File: config.mk
export PLATFORM = sky130hd
export DESIGN_NAME = bvdc_top
export DESIGN_NICKNAME = d
export VERILOG_FILES = /design/src/common/bvdc_pkg.sv /design/src/rtl/bvdc_top.sv /design/src/rtl/bvdc_ramp.sv
export SDC_FILE = /design/constraint.sdc
export NUM_CORES = 1
export LEC_CHECK = 0
export ABC_AREA = 1
export BUFFER_PORTS_ARGS = -buffer_cell sky130_fd_sc_hd__buf_2
export CAP_MARGIN = 5
export CORE_MARGIN = 1.5
export CORE_UTILIZATION = 55
export DETAILED_ROUTE_END_ITERATION = 8
export PLACE_DENSITY = 0.88
export SYNTH_ARGS = -nofsm -noshare
export SYNTH_HDL_FRONTEND = slang
export SYNTH_SLANG_ARGS = --single-unit
File: constraint.sdc
create_clock -name CORE_CLK -period 6.96 [get_ports CORE_CLK]
set_input_delay 0.348 -clock CORE_CLK [delete_from_list [all_inputs] [get_ports CORE_CLK]]
set_output_delay 0.348 -clock CORE_CLK [all_outputs]
set_load 0.02 [all_outputs]
File: src/common/bvdc_pkg.sv
/*
 Constants, field layout and shared helpers for the buck setpoint control.
 Assumes a 40 MHz core clock and a 32-bit classic Wishbone register bus.
*/
package bvdc_pkg;

   // Clock and code geometry
   localparam int unsigned CLK_MHZ         = 40;
   localparam int unsigned CODE_W          = 6;
   localparam logic [5:0]  CODE_MAX        = 6'h30;
   // Output span in millivolts
   localparam int unsigned BUCK_OUTPUT_MIN_MV     = 850;
   localparam int unsigned BUCK_OUTPUT_MAX_MV     = 1550;
   localparam int unsigned BUCK_OUTPUT_DEFAULT_MV = 1350;
   // Microvolts per code step, about 14.6 mV
   localparam int unsigned STEP_UV         =
      (BUCK_OUTPUT_MAX_MV - BUCK_OUTPUT_MIN_MV) * 1000 / 48;
   localparam int unsigned CODE_DEFAULT_I  =
      (BUCK_OUTPUT_DEFAULT_MV - BUCK_OUTPUT_MIN_MV) * 1000 / STEP_UV;
   localparam logic [5:0]  CODE_DEFAULT    = CODE_DEFAULT_I[5:0];
   // Ramp rates in microvolts per microsecond
   localparam int unsigned RATE0_UV_US     = 900;
   localparam int unsigned RATE1_UV_US     = 3800;
   localparam int unsigned RATE2_UV_US     = 7500;
   localparam int unsigned RATE3_UV_US     = 11300;
   // Fastest rate is nearest the 10 mV/us default
   localparam logic [1:0]  SLEW_DEFAULT    = 2'h3;
   // Cycles per code step, rounded down
   localparam int unsigned STEP_CYC0 = STEP_UV * CLK_MHZ / RATE0_UV_US;
   localparam int unsigned STEP_CYC1 = STEP_UV * CLK_MHZ / RATE1_UV_US;
   localparam int unsigned STEP_CYC2 = STEP_UV * CLK_MHZ / RATE2_UV_US;
   localparam int unsigned STEP_CYC3 = STEP_UV * CLK_MHZ / RATE3_UV_US;
   localparam int unsigned STEP_CYC_W = 10;

   // Register byte offsets
   localparam logic [3:0]  OFS_SETPOINT    = 4'h0;
   localparam logic [3:0]  OFS_SLEW        = 4'h4;
   localparam logic [3:0]  OFS_UPDATE      = 4'h8;
   localparam logic [3:0]  OFS_STATUS      = 4'hc;
   // Field positions
   localparam int unsigned UPD_GO_BIT      = 0;
   localparam int unsigned STAT_TARGET_LSB = 0;
   localparam int unsigned STAT_DAC_LSB    = 8;
   localparam int unsigned STAT_SLEW_LSB   = 16;
   localparam int unsigned STAT_RAMP_BIT   = 24;
   localparam int unsigned STAT_RUN_BIT    = 25;

   // Clamp a raw code into the usable range
   function automatic logic [5:0] bvdc_clamp(input logic [5:0] raw);
      return (raw > CODE_MAX) ? CODE_MAX : raw;
   endfunction

   // Cycles per code step for a selector; the counter reloads with one less
   function automatic logic [STEP_CYC_W-1:0] bvdc_step_cyc(
      input logic [1:0] sel);
      logic [STEP_CYC_W-1:0] n;
      unique case (sel)
         2'h0: n = STEP_CYC_W'(STEP_CYC0);
         2'h1: n = STEP_CYC_W'(STEP_CYC1);
         2'h2: n = STEP_CYC_W'(STEP_CYC2);
         2'h3: n = STEP_CYC_W'(STEP_CYC3);
      endcase
      return n;
   endfunction

endpackage

File: src/rtl/bvdc_top.sv
/*
 Setpoint and slew control of the step-down regulator, reached over a
 classic Wishbone slave. Assumes RESET marks main-supply power-up and
 RUN arrives asynchronously from a pin.
*/
// Design decisions made here: the Wishbone register port and the address map.
`timescale 1ns/1ps
module bvdc_top
   import bvdc_pkg::*;
(
   input  wire logic        CORE_CLK,
   input  wire logic        RESET,
   input  wire logic        WB_CYC_I,
   input  wire logic        WB_STB_I,
   input  wire logic        WB_WE_I,
   input  wire logic [3:0]  WB_ADR_I,
   input  wire logic [3:0]  WB_SEL_I,
   input  wire logic [31:0] WB_DAT_I,
   output logic      [31:0] WB_DAT_O,
   output logic             WB_ACK_O,
   input  wire logic        RUN,
   output logic             BUCK_EN,
   output logic      [5:0]  DAC_CODE,
   output logic      [1:0]  SLEW_SEL,
   output logic             RAMPING
);

   logic        req;
   logic        ack_q;
   logic [31:0] dat_q;
   logic        wr_fire;
   logic        wr_setpoint;
   logic        wr_slew;
   logic        wr_update;
   logic        commit;
   logic [5:0]  setpoint_q;
   logic [1:0]  slew_q;
   logic        go_q;
   logic [5:0]  target_q;
   logic [1:0]  slew_act_q;
   logic        run_meta_q;
   logic        run_sync_q;
   logic        en_q;
   logic [5:0]  dac_code;
   logic        ramp_busy;

   // Register selection, shared by read and write paths
   function automatic logic hit(input logic [3:0] adr,
                                input logic [3:0] ofs);
      return (adr[3:2] == ofs[3:2]);
   endfunction

   // Bus request present
   assign req = WB_CYC_I && WB_STB_I;

   // Ack one cycle after the request, dropped the cycle after
   always_ff @(posedge CORE_CLK or posedge RESET) begin
      if (RESET) begin
         ack_q <= 1'b0;
      end else begin
         ack_q <= req && !ack_q;
      end
   end

   // Read data captured with the ack; bits outside the register fields read zero
   always_ff @(posedge CORE_CLK or posedge RESET) begin
      if (RESET) begin
         dat_q <= 32'h0000_0000;
      end else if (req && !ack_q) begin
         dat_q <= 32'h0000_0000;
         if (hit(WB_ADR_I, OFS_SETPOINT)) begin
            dat_q[5:0] <= setpoint_q;
         end
         if (hit(WB_ADR_I, OFS_SLEW)) begin
            dat_q[1:0] <= slew_q;
         end
         if (hit(WB_ADR_I, OFS_UPDATE)) begin
            dat_q[UPD_GO_BIT] <= go_q;
         end
         if (hit(WB_ADR_I, OFS_STATUS)) begin
            dat_q[STAT_TARGET_LSB +: 6] <= target_q;
            dat_q[STAT_DAC_LSB +: 6]    <= dac_code;
            dat_q[STAT_SLEW_LSB +: 2]   <= slew_act_q;
            dat_q[STAT_RAMP_BIT]        <= ramp_busy;
            dat_q[STAT_RUN_BIT]         <= run_sync_q;
         end
      end
   end

   assign WB_DAT_O = dat_q;
   assign WB_ACK_O = ack_q;

   // Writes land only on the edge that the master sees ack
   assign wr_fire     = req && WB_WE_I && ack_q && WB_SEL_I[0];
   assign wr_setpoint = wr_fire && hit(WB_ADR_I, OFS_SETPOINT);
   assign wr_slew     = wr_fire && hit(WB_ADR_I, OFS_SLEW);
   assign wr_update   = wr_fire && hit(WB_ADR_I, OFS_UPDATE);
   // Only a low-to-high move of the stored bit commits
   assign commit      = wr_update && WB_DAT_I[UPD_GO_BIT] && !go_q;

   // Programmed setpoint; raw value kept so software reads back its write
   always_ff @(posedge CORE_CLK or posedge RESET) begin
      if (RESET) begin
         setpoint_q <= CODE_DEFAULT;
      end else if (wr_setpoint) begin
         setpoint_q <= WB_DAT_I[5:0];
      end
   end

   // Programmed slew selector; untouched by RUN
   always_ff @(posedge CORE_CLK or posedge RESET) begin
      if (RESET) begin
         slew_q <= SLEW_DEFAULT;
      end else if (wr_slew) begin
         slew_q <= WB_DAT_I[1:0];
      end
   end

   // Update bit as last written
   always_ff @(posedge CORE_CLK or posedge RESET) begin
      if (RESET) begin
         go_q <= 1'b0;
      end else if (wr_update) begin
         go_q <= WB_DAT_I[UPD_GO_BIT];
      end
   end

   // Shadow copies; clamping here keeps codes above 48 out of the DAC
   always_ff @(posedge CORE_CLK or posedge RESET) begin
      if (RESET) begin
         target_q   <= CODE_DEFAULT;
         slew_act_q <= SLEW_DEFAULT;
      end else if (commit) begin
         target_q   <= bvdc_clamp(setpoint_q);
         slew_act_q <= slew_q;
      end
   end

   // RUN pin synchroniser
   always_ff @(posedge CORE_CLK or posedge RESET) begin
      if (RESET) begin
         run_meta_q <= 1'b0;
         run_sync_q <= 1'b0;
      end else begin
         run_meta_q <= RUN;
         run_sync_q <= run_meta_q;
      end
   end

   // Enable follows RUN; settings stay put while off
   always_ff @(posedge CORE_CLK or posedge RESET) begin
      if (RESET) begin
         en_q <= 1'b0;
      end else begin
         en_q <= run_sync_q;
      end
   end

   assign BUCK_EN  = en_q;
   assign SLEW_SEL = slew_act_q;

   // Ramp engine; paused while the regulator is off
   bvdc_ramp u_ramp (
      .clk      (CORE_CLK),
      .rst      (RESET),
      .target   (target_q),
      .rate_sel (slew_act_q),
      .run      (run_sync_q),
      .code_q   (dac_code),
      .busy_q   (ramp_busy)
   );

   assign DAC_CODE = dac_code;
   assign RAMPING  = ramp_busy;
endmodule // bvdc_top

File: src/rtl/bvdc_ramp.sv
/*
 Slew engine: walks the applied DAC code one step at a time toward the
 committed target at the selected rate. Assumes target and rate come
 from flops in the same clock domain and run is already synchronised.
*/
`timescale 1ns/1ps
module bvdc_ramp
   import bvdc_pkg::*;
(
   input  wire logic        clk,
   input  wire logic        rst,
   input  wire logic [5:0]  target,
   input  wire logic [1:0]  rate_sel,
   input  wire logic        run,
   output logic      [5:0]  code_q,
   output logic             busy_q
);

   logic [STEP_CYC_W-1:0] cnt_q;
   logic                  step;

   // First step is immediate, later ones wait a full dwell
   assign step = run && (code_q != target) && (cnt_q == '0);

   // Dwell counter per code step
   always_ff @(posedge clk or posedge rst) begin
      if (rst) begin
         cnt_q <= '0;
      end else if (!run || code_q == target) begin
         cnt_q <= '0;
      end else if (cnt_q == '0) begin
         cnt_q <= bvdc_step_cyc(rate_sel) - STEP_CYC_W'(1);
      end else begin
         cnt_q <= cnt_q - STEP_CYC_W'(1);
      end
   end

   // Applied code, one step toward target
   always_ff @(posedge clk or posedge rst) begin
      if (rst) begin
         code_q <= CODE_DEFAULT;
      end else if (step) begin
         code_q <= (code_q < target) ? code_q + 6'h01
                                     : code_q - 6'h01;
      end
   end

   // Ramp in progress flag
   always_ff @(posedge clk or posedge rst) begin
      if (rst) begin
         busy_q <= 1'b0;
      end else begin
         busy_q <= (code_q != target);
      end
   end
endmodule // bvdc_ramp

* After elaboration in Yosys (flattened, before gate mapping)
Index checks and enable logic that the tools add are counted.
** Operators by class
- Add/sub/neg operators :: 4
- $lt $le $gt $ge :: 2
- Eq/ne operators :: 8
- Multiplexer cells :: 14
- Reduce and logical (&&, ||, !) cells :: 19
** Operators by type and width (count)
- $mux W10 :: 4
- $pmux W10 S4 :: 1
- $mux W6 :: 5
- $sub A10 B1 Y10 const B :: 2
- $logic_and A1 B1 Y1 :: 12
- $logic_not A10 Y1 :: 1
- $eq A2 B2 Y1 const B :: 4
- $add A6 B1 Y6 const B :: 1
- $eq A6 B6 Y1 :: 1
- $gt A6 B6 Y1 const B :: 1
- $lt A6 B6 Y1 :: 1
- $mux W2 :: 3
- $ne A6 B6 Y1 :: 1
- $sub A6 B1 Y6 const B :: 1
- $eq A2 B1 Y1 const B :: 2
- $logic_not A2 Y1 :: 2
- $logic_not A1 Y1 :: 3
- $logic_or A1 B1 Y1 :: 1
- $mux W1 :: 1
** Storage, ports and cells
- Bits in registers :: 54
- Bits of input ports :: 46
- Output and inout port bits :: 43

* Longest topological paths before layout
Gate-level depths: netlist of the first run.
- Word-level depth :: 7
- Mapped depth :: 17
- Gate-level depth less buffers :: 17

* Cells and area by module
A second synthesis of the first run with hierarchy kept.
** Unflattened totals
- Cell total of the unflattened synthesis :: 385
- Area total of the unflattened synthesis :: 3016.6 um^2
** By module, submodules not included
- bvdc_top :: instances 1, cells each 198, area each 1715.4 um^2, seq. area each 935.9 um^2
- bvdc_ramp :: instances 1, cells each 187, area each 1301.2 um^2, seq. area each 427.9 um^2

* Worst setup path before layout of the first run
OpenSTA, ideal clock, no wires.
- Kind :: register to register
- Start :: reg u_ramp.code_q[1]
- End :: reg u_ramp.code_q[5]
- Library setup time :: 0.076 ns
- Data arrival time :: 2.390 ns
- Data required time :: 6.884 ns
- Slack :: 4.494 ns
- Cell stages (with the launch flop) :: 17
- Clock period less this slack :: 2.466 ns
- Cells stage by stage :: dfstp_2 > ha_1 > inv_1 > nor2_1 > o21ai_0 > o211ai_1 > ha_1 > a21oi_1 > nand2_1 > nand2_1 > nand2_1 > nand2_1 > nand2_1 > nand2_1 > nand3_1 > nand2_1 > nand2_1
** On the way
- Cells in the longest elaborated chain, start to end :: 3
- Elaborated cells on any way between the ends :: 7
- Classes of those cells :: add/sub: 2; order compare: 1; eq/ne: 1; mux: 1; reduce/logical: 2
** RTL lines
- from (decl) :: line bvdc_ramp.sv:15 : output logic [5:0] code_q,
- from (signal assigned) :: line bvdc_ramp.sv:43 : code_q <= (code_q < target) ? code_q + 6'h01
- parallel branches: the longest is 3 deep, another holds $sub A6 B1 Y6
Several ways; the timed one is not identified.
A chain may end at the register's enable or synchronous reset.

* Final worst setup path of the first run
Same ends and word-level chain as after synthesis.

==> results of run 1 <==
-- worst max-delay path, stage by stage (launching register included) --
cell,delay (ns)
dfstp_2,0.63
ha_1,0.26
inv_1,0.06
nor2_1,0.03
o21ai_0,0.16
o211ai_1,0.28
ha_1,0.43
a21oi_1,0.19
nand2_1,0.07
nand2_1,0.08
nand2_1,0.05
nand2_1,0.07
nand2_1,0.06
nand2_1,0.08
nand3_1,0.09
nand2_1,0.06
nand2_1,0.04
-- registers in the layout (all words and copies together) (netlist names) --
| name | count |
|---|---|
| setpoint_q | 6 |
| WB_DAT_O | 16 |
| u_ramp.cnt_q | 10 |
| WB_ACK_O | 1 |
| u_ramp.busy_q | 1 |
| target_q | 6 |
| slew_q | 2 |
| SLEW_SEL | 2 |
| go_q | 1 |
| run_sync_q | 1 |
| u_ramp.code_q | 6 |
| run_meta_q | 1 |
| BUCK_EN | 1 |
-- area by class of cell --
cell class	count	area, sq um
fillers	440	1860
flip-flops and latches	54	1360
multi-input cells	248	1280
repair buffers	43	220
inverters	45	169
well taps	70	87.6
clock buffers	6	82.6
clock inverters	2	38.8
-- cell families after synthesis --
| family | synth area share [%] |
|---|---|
| flip-flops | 47.0 |
| adder cells (fa/ha/maj) | 5.43 |
| XOR/XNOR | 0.906 |
| AO/OA/AOI/OAI | 9.57 |
| multiplexers | 0.776 |
| buffers and inverters | 10.8 |
| AND/OR/NAND/NOR | 25.4 |
| other | 0.129 |
-- where the power goes --
group          total (mW)  internal, mW  switching (mW)
sequential          0.412         0.368          0.0443
combinational       0.460         0.149           0.312
clock               0.227         0.118           0.108
total                1.10         0.635           0.464
-- layer usage --
metal | vias to the layer above | part of all wire (%)
li1 | 1189 | -
met1 | 1141 | 43
met5 | - | 0
met3 | 12 | 5.6
met2 | 81 | 50
met4 | 0 | 1.8
-- through the flow --
stage,std cells,utilization [%]
3_3_place_gp,460,61.1
6_report,468,63.5
2_1_floorplan,368,-
5_1_grt,468,63.5
4_1_cts,468,63.5
3_5_place_dp,460,61.1
-- cells in the final DEF (no fill, tap or decap), drive strengths merged, types with 2 or more instances in the layout --
| cell | instances |
|---|---|
| inv | 46 |
| nand4 | 4 |
| nand2 | 94 |
| a21oi | 20 |
| nor2 | 40 |
| o21ai | 22 |
| mux2 | 2 |
| nand3 | 24 |
| xor2 | 2 |
| o31ai | 4 |
| ha | 11 |
| conb | 16 |
| dfrtp | 44 |
| clkbuf | 6 |
| buf | 43 |
| dfstp | 10 |
-- path summary, 6_finish.rpt --
kind / endpoint / cells past startpoint / start / slack, ns
max: u_ramp.code_q[5] / 16 / u_ramp.code_q[1] / 4.26
min: run_meta_q / 1 / RUN / 0.15
max reg2reg: u_ramp.code_q[5] / 16 / u_ramp.code_q[1] / 4.26
min reg2reg: run_sync_q / 0 / run_meta_q / 0.40
max in group asynchronous: WB_DAT_O[5] / 3 / RESET / 6.33
min in group asynchronous: run_sync_q / 3 / RESET / 0.18
==> out/results.tsv, run 1 <==
metric	value	unit
synth.cell_area	2900	sq um
finalSetupViolations	0	
cp.required	7.22	ns
status	finished, final reports clean	
ys_top_cells_by_area	dfrtp_1, nand2_1, dfstp_2	
gp_congestion	0.952	
power_density	339	nW/um^2
cts_buffers	5	
rsz0062_at_grt	false	
antenna_found_initial	0	
min_period	2.70	ns
synthToLayoutAreaGrowth	11.8	%
post-cts-setup-buffers	0	
drt_iter0_markers	131	
grt_max_degree	55	
finalSetupTns	0	ns
syn_inst	353	
gr-usage-met2	39.4	%
chipHeight	75.6	um
nets	455	
whs	0.146	ns
ant_nets	0	
diodes	0	
synth_edf_count	0	
start_util	56.8	%
clk_pin_slew_worst_paths	0.10	ns
drive_above_1_share	21.9	%
drt_wl_total	6080	um
fin_skew	0.00881	ns
wl_per_cell	13.0	um
ios	89	
ys_types	34	
synth_seq_area_share	47.0	%
hold_viol_final	0	
slew_headroom	56.2	%
layout_setup_ws	4.26	ns
drc_errors	0	
cts.sinks	54	
first_pass_iters	4	
grt_pass1_vias	2319	
critPathLaunchType	register	
max_freq	370	MHz
period_share	38.9	%
cts_resized	0	
vias_per_cell	5.18	
grt_overflow	0	
htree_levels	2	
path_class	register to register	
die_area	5720	sq um
final_design_area_no_fill	3240	sq um
met3_usage	5.16	%
cap_violations	0	
std_cell_rows	26	
worst_pin_slew	0.656	ns
via_count	2423	
path_max_fanout	7	
cts_tree	yes	
crit_path_end_kind	register	
yosysMostFrequentCell	nand2_1	
coreArea	5110	sq um
dpl.hpwl	4470	um
async_reset_ff_share	100	%
cp.arrival	2.97	ns
leakagePower	1.77	nW
yosysTopAreaCellShare	37.9	%
p_total	1.10	mW
synth_warnings	0	
syn_area_per_cell	8.22	sq um
use_met1	29.0	%
postPlaceCellArea	3120	sq um
grt_pass1_wl	10100	um
slew_viol_final	0	
clockRootBuffer	clkbuf_8	
clockBufferDepth	2	
pre_cts_ws	4.30	ns
ys.flop_type	dfrtp_1	
ys_top_cells_by_count	nand2_1, dfrtp_1, inv_1	
cts_hold_buffers	0	
synth_seq_cells	54	
track_usage	23.2	%
die-width	75.6	um
max-vdd-ir-drop	0.155	mV
insertion_delay	0.32	ns
hold_class	input pin to register	
io_buffer_count	41	
synth_top_cell_by_area	dfrtp_1	
grt.busiest_layer	met2	
No activity file was read; power rests on OpenSTA's default activity.
==> inputs of run 2 (changes only) <==
- CORE_UTILIZATION: 55 -> 46
- PLACE_DENSITY: 0.88 -> 0.79
- clock period: 6.96 -> 2.3 ns (I/O delays scaled with it)
==> run 2 against run 1 <==
  * Clock power rose to 2.8 times the previous value
  * Clock-buffer cell count did not move
  * Cell area rose by 7.9%
  * The flow now finishes with violations (negative setup slack)
==> out/results.tsv, run 2 (synthesis results as in run 1) <==
metric	value	unit
grt_pass1_vias	2333	
max-vdd-ir-drop	0.386	mV
final_util	58.4	%
postPlaceCellArea	3250	sq um
first_pass_iters	4	
cts_tree	yes	
hold_viol_final	0	
track_usage	20.3	%
clockRootBuffer	clkbuf_8	
critPathSlowestCell	dfstp_2	
path_max_fanout	3	
min_period	2.38	ns
wl_per_cell	12.7	um
max_freq	420	MHz
finalSetupTns	-0.153	ns
critPathLaunchType	register	
cp.arrival	2.63	ns
leakagePower	1.89	nW
synthToLayoutAreaGrowth	20.7	%
clockPowerShare	18.6	%
fin_skew	0.00972	ns
crit_path_end_kind	register	
cp.required	2.55	ns
max_stage_delay	0.55	ns
hold_class	input pin to register	
clk_pin_slew_worst_paths	0.10	ns
cap_violations	0	
ios	89	
largest_reg_flops	16	
diodes	0	
insertion_delay	0.31	ns
start_util	48.4	%
chipHeight	82.4	um
cp_cell_sequence	inv_2 > ha_4 > nand2_4 > nor2_4 > o21ai_1 > o211ai_1 > ha_1 > a21oi_2 > nand2_1 > nand2_2 > nand2_1 > nand2_1 > nand2_1 > nand2_1 > nand3_1 > nand2_1 > nand2_1	
placedCellCount	479	
pwr-share-seq	35.5	%
path_class	register to register	
worst-path-buf-inv	1	
cts_buffers	5	
grt_max_degree	24	
crit_top_cell	nand2_1	
final_design_area_no_fill	3500	sq um
slew_viol_final	0	
drt_iter0_markers	212	
vias_per_cell	5.05	
finalSetupViolations	2	
final_cell_count_no_fill	495	
die_area	6790	sq um
combPwrFrac	45.8	%
std_cell_rows	28	
cts.sinks	54	
period_share	103	%
gp_congestion	0.863	
die-width	82.4	um
layout_setup_ws	-0.0795	ns
worst_pin_slew	0.677	ns
via_count	2498	
antenna_found_initial	0	
violations	negative setup slack	
power_density	970	nW/um^2
status	finished with violations	
io_buffer_count	41	
rsz0062_at_grt	true	
coreArea	5990	sq um
dpl.hpwl	4580	um
htree_levels	2	
netSwitchingPower	1.41	mW
grt_pass1_wl	10600	um
drive_above_1_share	28.3	%
drc_errors	0	
grt_overflow	0	
p_int	1.99	mW
drt_wl_total	6300	um
ant_nets	0	
slew_headroom	54.8	%
final_cell_mix	nand2_1, dfrtp_1, buf_2	
critical_path.top_delay_family	simple AND/OR/NAND/NOR gates	
nets	477	
p_total	3.40	mW
sw_frac_of_total	41.4	%
clockBufferDepth	2	
layout_commonest_cell	nand2_1	
==> run 2: cell count changes in the layout (fill, tap and decap cells not counted), sizes merged <==
cell and change:
clkinvlp +1, dlygate4sd3 +2, buf +20, inv -1
==> run 2: per-layer routing <==
metal	GRT usage, %	vias up	wire (um)
met5	0	-	0
met4	6.61	0	83
met1	27.3	1177	2870
li1	-	1229	-
met3	3.52	10	347
met2	33.2	82	3000
==> run 2: per-stage QoR <==
step / worst slack (ns) / hold WS [ns]
after floorplan: -0.0830 / 0.146
after global placement: -0.126 / 0.165
after detailed placement: -0.155 / 0.161
after CTS: -0.0729 / 0.0383
after global routing: -0.262 / 0.0442
final: -0.0795 / 0.0378
==> run 2: power by group through the flow <==
stage               logic [mW]  clock network (mW)  registers, mW
floorplan                 1.01                   0           1.32
global placement          1.43                   0           1.22
detailed placement        1.47                   0           1.22
CTS                       1.51               0.644           1.21
global route              1.75               0.671           1.23
finish                    1.56               0.633           1.21
==> run 2: what timing repair did <==
item                       4_1_cts  5_1_grt
hold endpoints to repair        17        0
hold buffers                     2        0
setup buffers                    5        1
pin swaps                       11       11
setup endpoints to repair        4        4
gates resized for setup          9        8
==> run 2: path summary, 6_finish.rpt <==
check,startpoint,to,slack (ns),depth (start not counted)
hold / removal,WB_DAT_I[4],setpoint_q[4],0.04,2
setup reg to reg,target_q[5],u_ramp.code_q[5],-0.08,17
max in group asynchronous,RESET,target_q[1],1.26,4
hold reg to reg,run_meta_q,run_sync_q,0.37,0
min in group asynchronous,RESET,u_ramp.code_q[2],0.37,3
setup / recovery,target_q[5],u_ramp.code_q[5],-0.08,17
==> run 2: cell type report <==
cell class,instances,area (sq um)
fillers,512,2490
multi-input cells,248,1360
clock buffers,6,72.6
clock inverters,2,37.5
flip-flops and latches,54,1360
well taps,75,93.8
inverters,45,169
repair buffers,65,407
